File: config.mk
export PLATFORM = sky130hd
export DESIGN_NAME = ssd_core
export DESIGN_NICKNAME = d
export VERILOG_FILES = /design/src/ssd_pkg.sv /design/src/ssd_cnt.sv /design/src/ssd_core.sv
export VERILOG_INCLUDE_DIRS = /design/src
export SDC_FILE = /design/constraint.sdc
export NUM_CORES = 1
export LEC_CHECK = 0
export BUFFER_PORTS_ARGS = -buffer_cell sky130_fd_sc_hd__buf_2
export CAP_MARGIN = 10
export CORE_ASPECT_RATIO = 0.6
export CORE_MARGIN = 2
export CORE_UTILIZATION = 56
export DETAILED_ROUTE_END_ITERATION = 7
export PLACE_DENSITY = 0.78
export SYNTH_ARGS = -nofsm -noshare
export SYNTH_HDL_FRONTEND = slang
export SYNTH_SLANG_ARGS = --single-unit
File: constraint.sdc
create_clock -name clock_i -period 2.9 [get_ports clock_i]
set_input_delay 0.29 -clock clock_i [delete_from_list [all_inputs] [get_ports clock_i]]
set_output_delay 0.29 -clock clock_i [all_outputs]
set_load 0.01 [all_outputs]
File: src/ssd_defines.svh
// constants for the serial-programmed synthesizer divider core
`ifndef SSD_DEFINES_SVH
`define SSD_DEFINES_SVH
`define SSD_SR_W 18
`define SSD_DATA_W 17
`define SSD_ADDR_BIT 0
`define SSD_REF_VAL_MSB 9
`define SSD_REF_VAL_LSB 0
`define SSD_REF_FLOAT_BIT 10
`define SSD_REF_POL_BIT 11
`define SSD_REF_RSV_BIT 12
`define SSD_REF_TEST_BIT 13
`define SSD_FB_MAIN_MSB 16
`define SSD_FB_MAIN_LSB 7
`define SSD_FB_SWAL_MSB 6
`define SSD_FB_SWAL_LSB 2
`define SSD_FB_CTRL_MSB 1
`define SSD_FB_CTRL_LSB 0
`define SSD_REF_LATCH_RST 17'h0_0400
`define SSD_FB_LATCH_RST 17'h0_0000
`define SSD_PRESC_MOD 32
`define SSD_PD_BIT_POS 0
`endif

File: src/ssd_pkg.sv
// types for the synthesizer divider core
package ssd_pkg;
  typedef enum logic [1:0] {
    PFD_IDLE,
    PFD_LEAD_REF,
    PFD_LEAD_FB
  } ssd_pfd_state_t;
  typedef logic [16:0] ssd_latch_t;
endpackage

File: src/ssd_cnt.sv
// wrapping up-counter used by the reference, prescaler and main dividers
`timescale 1ns/1ps
module ssd_cnt #(
  parameter int W = 10
) (
  input wire logic clock_i,
  input wire logic sys_rst_i,
  input wire logic clr_i,
  input wire logic step_i,
  input wire logic [W-1:0] limit_i,
  output logic [W-1:0] count_o,
  output logic wrap_o
);
  logic [W-1:0] count_q;

  assign wrap_o = step_i & (count_q == limit_i);
  assign count_o = count_q;

  always_ff @(posedge clock_i) begin
    if (sys_rst_i || clr_i) begin
      count_q <= '0;
    end else if (step_i) begin
      count_q <= wrap_o ? '0 : count_q + {{(W-1){1'b0}}, 1'b1};
    end
  end
endmodule // ssd_cnt

File: src/ssd_core.sv
// serial-programmed reference/feedback divider and phase detector core
`timescale 1ns/1ps
`include "ssd_defines.svh"
module ssd_core #(
  parameter int PRESC_MOD = `SSD_PRESC_MOD,
  parameter int PD_BIT_POS = `SSD_PD_BIT_POS
) (
  input wire logic clock_i,
  input wire logic sys_rst_i,
  input wire logic clk_en_i,
  input wire logic ser_clk_i,
  input wire logic ser_data_i,
  input wire logic load_strobe_i,
  input wire logic chip_enable_i,
  input wire logic ref_clock_in_i,
  input wire logic rf_input_i,
  output logic pump_up_o,
  output logic pump_down_o,
  output logic pump_output_o,
  output logic pump_output_oe_n_o,
  output logic powered_down_o
);
  import ssd_pkg::*;

  logic ser_clk_q, load_q, ref_in_q, rf_in_q;
  logic [`SSD_SR_W-1:0] shift_q;
  ssd_pkg::ssd_latch_t ref_latch_q, fb_latch_q;
  ssd_pkg::ssd_pfd_state_t pfd_q;
  logic [4:0] swal_rem_q;
  logic ref_out_q, fb_out_q;

  // inputs are synchronous to clock_i; edges are found against last sample
  always_ff @(posedge clock_i) begin
    if (sys_rst_i) begin
      ser_clk_q <= 1'b0;
      load_q <= 1'b0;
      ref_in_q <= 1'b0;
      rf_in_q <= 1'b0;
    end else if (clk_en_i) begin
      ser_clk_q <= ser_clk_i;
      load_q <= load_strobe_i;
      ref_in_q <= ref_clock_in_i;
      rf_in_q <= rf_input_i;
    end
  end

  logic ser_rise, load_rise, ref_rise, rf_rise;
  assign ser_rise = clk_en_i & ser_clk_i & ~ser_clk_q;
  assign load_rise = clk_en_i & load_strobe_i & ~load_q;
  assign ref_rise = clk_en_i & ref_clock_in_i & ~ref_in_q;
  assign rf_rise = clk_en_i & rf_input_i & ~rf_in_q;

  // serial path ignores power-down so settings can be loaded while asleep
  always_ff @(posedge clock_i) begin
    if (sys_rst_i) begin
      shift_q <= '0;
    end else if (ser_rise) begin
      shift_q <= {shift_q[`SSD_SR_W-2:0], ser_data_i};
    end
  end

  always_ff @(posedge clock_i) begin
    if (sys_rst_i) begin
      ref_latch_q <= `SSD_REF_LATCH_RST;
      fb_latch_q <= `SSD_FB_LATCH_RST;
    end else if (load_rise) begin
      if (shift_q[`SSD_ADDR_BIT]) begin
        ref_latch_q <= shift_q[`SSD_SR_W-1:1];
      end else begin
        fb_latch_q <= shift_q[`SSD_SR_W-1:1];
      end
    end
  end

  logic [9:0] ref_div_value, main_count;
  logic [4:0] swallow_count;
  logic [1:0] control_pair;
  logic pump_float, detector_polarity, reserved_bit, test_mode, powerdown_bit;
  assign ref_div_value = ref_latch_q[`SSD_REF_VAL_MSB:`SSD_REF_VAL_LSB];
  assign pump_float = ref_latch_q[`SSD_REF_FLOAT_BIT];
  assign detector_polarity = ref_latch_q[`SSD_REF_POL_BIT];
  assign reserved_bit = ref_latch_q[`SSD_REF_RSV_BIT];
  assign test_mode = ref_latch_q[`SSD_REF_TEST_BIT];
  assign main_count = fb_latch_q[`SSD_FB_MAIN_MSB:`SSD_FB_MAIN_LSB];
  assign swallow_count = fb_latch_q[`SSD_FB_SWAL_MSB:`SSD_FB_SWAL_LSB];
  assign control_pair = fb_latch_q[`SSD_FB_CTRL_MSB:`SSD_FB_CTRL_LSB];
  assign powerdown_bit = control_pair[PD_BIT_POS];

  // chip enable low wins over the programmed bit
  logic pd;
  assign pd = ~chip_enable_i | powerdown_bit;

  // clears are gated as well, so a low clock enable freezes every counter
  logic pd_clr;
  assign pd_clr = clk_en_i & pd;

  // all dividers clear while powered down and restart on the same edge,
  // so the feedback chain is off by at most one prescaler period on wake-up
  logic [9:0] ref_cnt, main_cnt;
  logic ref_wrap, presc_wrap, fb_wrap;
  logic [5:0] presc_limit;
  assign presc_limit = (swal_rem_q != 5'h00) ? 6'(PRESC_MOD) : 6'(PRESC_MOD - 1);

  ssd_cnt #(.W(10)) u_ref_div (
    .clock_i(clock_i),
    .sys_rst_i(sys_rst_i),
    .clr_i(pd_clr),
    .step_i(ref_rise),
    .limit_i(ref_div_value - 10'h001),
    .count_o(ref_cnt),
    .wrap_o(ref_wrap)
  );

  ssd_cnt #(.W(6)) u_prescaler (
    .clock_i(clock_i),
    .sys_rst_i(sys_rst_i),
    .clr_i(pd_clr),
    .step_i(rf_rise),
    .limit_i(presc_limit),
    .count_o(),
    .wrap_o(presc_wrap)
  );

  ssd_cnt #(.W(10)) u_main_div (
    .clock_i(clock_i),
    .sys_rst_i(sys_rst_i),
    .clr_i(pd_clr),
    .step_i(presc_wrap),
    .limit_i(main_count - 10'h001),
    .count_o(main_cnt),
    .wrap_o(fb_wrap)
  );

  // swallow counter keeps the prescaler at modulus+1 for its first cycles
  always_ff @(posedge clock_i) begin
    if (sys_rst_i) begin
      swal_rem_q <= '0;
    end else if (pd_clr || fb_wrap) begin
      swal_rem_q <= swallow_count;
    end else if (presc_wrap && swal_rem_q != 5'h00) begin
      swal_rem_q <= swal_rem_q - 5'h01;
    end
  end

  // divider outputs as square-ish levels for the test path
  always_ff @(posedge clock_i) begin
    if (sys_rst_i || pd_clr) begin
      ref_out_q <= 1'b0;
      fb_out_q <= 1'b0;
    end else begin
      if (ref_wrap) begin
        ref_out_q <= ~ref_out_q;
      end
      if (fb_wrap) begin
        fb_out_q <= ~fb_out_q;
      end
    end
  end

  // phase/frequency detector: the first divider edge opens a window,
  // the other one closes it, simultaneous edges cancel
  always_ff @(posedge clock_i) begin
    if (sys_rst_i || pd_clr) begin
      pfd_q <= PFD_IDLE;
    end else begin
      case (pfd_q)
        PFD_IDLE: begin
          if (ref_wrap && !fb_wrap) begin
            pfd_q <= PFD_LEAD_REF;
          end else if (fb_wrap && !ref_wrap) begin
            pfd_q <= PFD_LEAD_FB;
          end
        end
        PFD_LEAD_REF: begin
          if (fb_wrap) begin
            pfd_q <= PFD_IDLE;
          end
        end
        PFD_LEAD_FB: begin
          if (ref_wrap) begin
            pfd_q <= PFD_IDLE;
          end
        end
        default: pfd_q <= PFD_IDLE;
      endcase
    end
  end

  logic want_up, want_down;
  assign want_up = detector_polarity ? (pfd_q == PFD_LEAD_REF) : (pfd_q == PFD_LEAD_FB);
  assign want_down = detector_polarity ? (pfd_q == PFD_LEAD_FB) : (pfd_q == PFD_LEAD_REF);

  always_ff @(posedge clock_i) begin
    if (sys_rst_i) begin
      pump_up_o <= 1'b0;
      pump_down_o <= 1'b0;
      pump_output_o <= 1'b0;
      pump_output_oe_n_o <= 1'b1;
      powered_down_o <= 1'b0;
    end else if (clk_en_i) begin
      powered_down_o <= pd;
      pump_up_o <= ~pd & ~pump_float & want_up;
      pump_down_o <= ~pd & ~pump_float & want_down;
      if (pd) begin
        pump_output_o <= 1'b0;
        pump_output_oe_n_o <= 1'b1;
      end else if (test_mode && pump_float) begin
        pump_output_o <= detector_polarity ? fb_out_q : ref_out_q;
        pump_output_oe_n_o <= 1'b0;
      end else if (pump_float || !(want_up || want_down)) begin
        pump_output_o <= 1'b0;
        pump_output_oe_n_o <= 1'b1;
      end else begin
        pump_output_o <= want_up;
        pump_output_oe_n_o <= 1'b0;
      end
    end
  end
endmodule // ssd_core

==> metrics.yaml <==
floorplan.rows: 25
dpl_worst_slack_ns: 0.0188
synthFlopType: "dfxtp_1"
die_h_um: 73.6
synth_cell_type_count: 62
syn_to_final_growth_pct: 14.4
dr.first_iter.drc_count: 377
mean_instance_size_in_the_synthesized_netlist_sq_um: 8.15
path_delay_family: "simple AND/OR/NAND/NOR gates"
final_max_slew_viol_count: 0
power.static_leakage_nw: 1.87
syn-num-nets: 572
hold_path.startpoint: "ser_data_i"
yosysWarningCount: 0
cts_tree: "built"
worst-setup-path-type: "register to register"
max_freq_mhz: 355
finalWirelength_um: 10900
worstHoldPathType: "input pin to register"
post-dp-hpwl_um: 7730
die_area_sq_um: 8840
cts_hold_repair.buffers: 0
report.final.hold_viol_count: 0
power_report.internal_total_w: 0.00197
worst_setup_hold_path_clk_slew_ns: 0.06
gp_congestion: 0.927
chipWidth_um: 120
clkPwrFrac_pct: 45.8
vias_after_detailed_routing: 4069
synth_enable_flop_cells: 0
floorplan.io_pins: 14
seq_power_share_pct: 50.4
clock_sinks: 91
drc: 0
diodes: 0
final_cells: 690
cp_num_buf_inv: 0
gr-usage-all-layers_pct: 26.0
routed_length_per_instance_um: 15.8
timing.critical_path.arrival_ns: 3.07
reg2reg_depth: 8
drive_above_1_share_pct: 14.1
post_drt_via_cell_ratio: 5.90
synth.cell_area_sq_um: 4520
clockRootBuffer: "clkbuf_16"
antenna_left: 0
detailedRoute.firstPassIterationCount: 5
worstPathMaxFanout: 2
postSynthRegisterBits: 91
synth-async-reset-ratio_pct: 0
max-vdd-ir-drop_v: 0.000306
port_buffers: 13
rr_endpoint: "pfd_q[0]"
first_global_vias: 3597
setup_violations: 0
grt_first_pass_wirelength_um: 17900
power.net_switching_w: 0.000544
worst-endpoint-required_ns: 3.15
hold_end: "shift_q[0]"
hold_path_depth: 3
setup_ws_ns: 0.0834
period_share_pct: 97.1
status: "finished clean"
regToRegStartpoint: "fb_latch_q[7]"
seq_area_frac_synth_pct: 40.3
placedCellCount: 671
worst-slew-pin-transition_ns: 0.659
initial_antenna_violation_count: 0
floorplan_core_area_sq_um: 7850
power_density_nw_per_um2: 485
worstSetupEndpointType: "register"
initial_core_util_pct: 57.6
finalWorstPathRequiredPeriod_ns: 2.82
timing.clock.skew_ns: 0.00427
overflow: 0
critical-path-max-stage-delay_ns: 0.53
critPathSlowestCell: "or4_4"
worst_slew_margin_rel_pct: 55.9
clkLatencyLatePin_ns: 0.34
timing.reg2reg.setup_slack_ns: 0.08
worstPathCellList: "or4_4, or3_4, a2111oi_4, and3_4, nand4_1, ha_1, or3b_4, a211oi_2"
postSynthCellCount: 555
swShare_pct: 21.7
mostFrequentLayoutCell: "nand2_1"
fin_nets: 595
cp-start-kind: "register"
clock_tree.buffer_depth: 2
final_cell_mix: "nand2_1 (127), dfxtp_1 (90), a21oi_1 (60)"
number_of_maximum_capacitance_violations: 0
h-tree-depth: 3
power_frac_comb_pct: 3.8
cts-buffers-inserted: 9
grt_start_max_net_pins: 62
==> worst reg2reg max path, stage by stage, from the launching register on <==
cell and delay, ns:
dfxtp_1 0.31, or4_4 0.53, or3_4 0.35, a2111oi_4 0.31, and3_4 0.24, nand4_1 0.10, ha_1 0.31, or3b_4 0.38
a211oi_2 0.21
==> cell families after synthesis <==
group                      Yosys count  synth area share (%)
AOI/OAI and AO/OA                  105                  15.4
xor gates and xnor gates            48                  9.29
adders and majority gates            8                  2.21
buffers and inverters               35                  2.99
DFF                                 91                  40.3
muxes                               10                  2.30
and+or+nand+nor                    258                  27.5
==> synth_stat cells, types with 8 or more instances <==
cell type | number | share of area [%]
inv_1 | 9 | 0.75
clkbuf_1 | 21 | 1.7
o21ai_0 | 12 | 1.3
nor3_1 | 21 | 2.3
a21oi_1 | 60 | 6.6
nand2b_1 | 8 | 1.1
xor2_1 | 19 | 3.7
nand2_1 | 127 | 11
nor2_1 | 28 | 2.3
nand4_1 | 13 | 1.8
nor4_1 | 10 | 1.4
nand3_1 | 10 | 1.1
ha_1 | 8 | 2.2
xnor2_1 | 29 | 5.6
dfxtp_1 | 91 | 40
==> metrics by stage <==
stage	instance area [sq um]	power, W	hold WS (ns)	utilization [%]	setup TNS, ns
CTS	5110	0.00253	0.188	65.1	0
global placement	4800	0.00139	0.442	61.1	0
detailed placement	4800	0.00139	0.447	61.1	0
finish	5170	0.00251	0.194	65.9	0
floorplan	4540	0.00136	0.426	-	-0.0202
global route	5170	0.00259	0.211	65.9	-0.00231
==> registers in the layout, indices dropped and copies added, names as in the netlist, 2 cells and up <==
signal and count:
pfd_q 2, shift_q 18, u_ref_div.count_o 10, u_prescaler.count_o 6
fb_latch_q 16, u_main_div.count_o 10, ref_latch_q 13, swal_rem_q 5
==> cell type report <==
| type | instances | area [sq um] |
|---|---|---|
| Multi-Input combinational cell | 429 | 2630 |
| Tap cell | 108 | 135 |
| Sequential cell | 91 | 1830 |
| Timing Repair Buffer | 38 | 253 |
| Fill cell | 678 | 2680 |
| Clock buffer | 10 | 239 |
| Clock inverter | 5 | 53.8 |
| Inverter | 9 | 36.3 |
==> worst max path at each step <==
stage	start	to	cells after the start
2_1_floorplan	ref_latch_q[1]	pfd_q[0]	10
3_5_place_dp	fb_latch_q[7]	pfd_q[0]	12
4_1_cts	ref_latch_q[1]	pfd_q[0]	10
5_1_grt	ref_latch_q[2]	pfd_q[0]	9
3_3_place_gp	fb_latch_q[7]	pfd_q[0]	8
6_report	fb_latch_q[7]	pfd_q[0]	8
==> power groups by stage <==
stage / Sequential, W / Combinational (W) / Clock (W)
2_1_floorplan: 0.00129 / 0.0000656 / 0
3_3_place_gp: 0.00129 / 0.0000928 / 0
3_5_place_dp: 0.00129 / 0.0000943 / 0
6_report: 0.00127 / 0.0000957 / 0.00115
4_1_cts: 0.00127 / 0.0000947 / 0.00117
5_1_grt: 0.00127 / 0.000106 / 0.00122
==> routing by layer <==
metal,up-vias,track usage (%),part of all wire [%]
li1,1986,-,-
met2,118,36.7,41
met5,-,0,0
met1,1950,38.8,51
met3,15,6.99,6.5
met4,0,7.19,1.2
==> repair_timing <==
item | 4_1_cts | 5_1_grt
setup buffers | 1 | 3
resized for setup | 2 | 9
endpoints found under the hold margin | 0 | 0
pin swaps | 5 | 6
endpoints found under the setup margin | 2 | 2
Note: power is estimated with default switching activity, not from simulation.
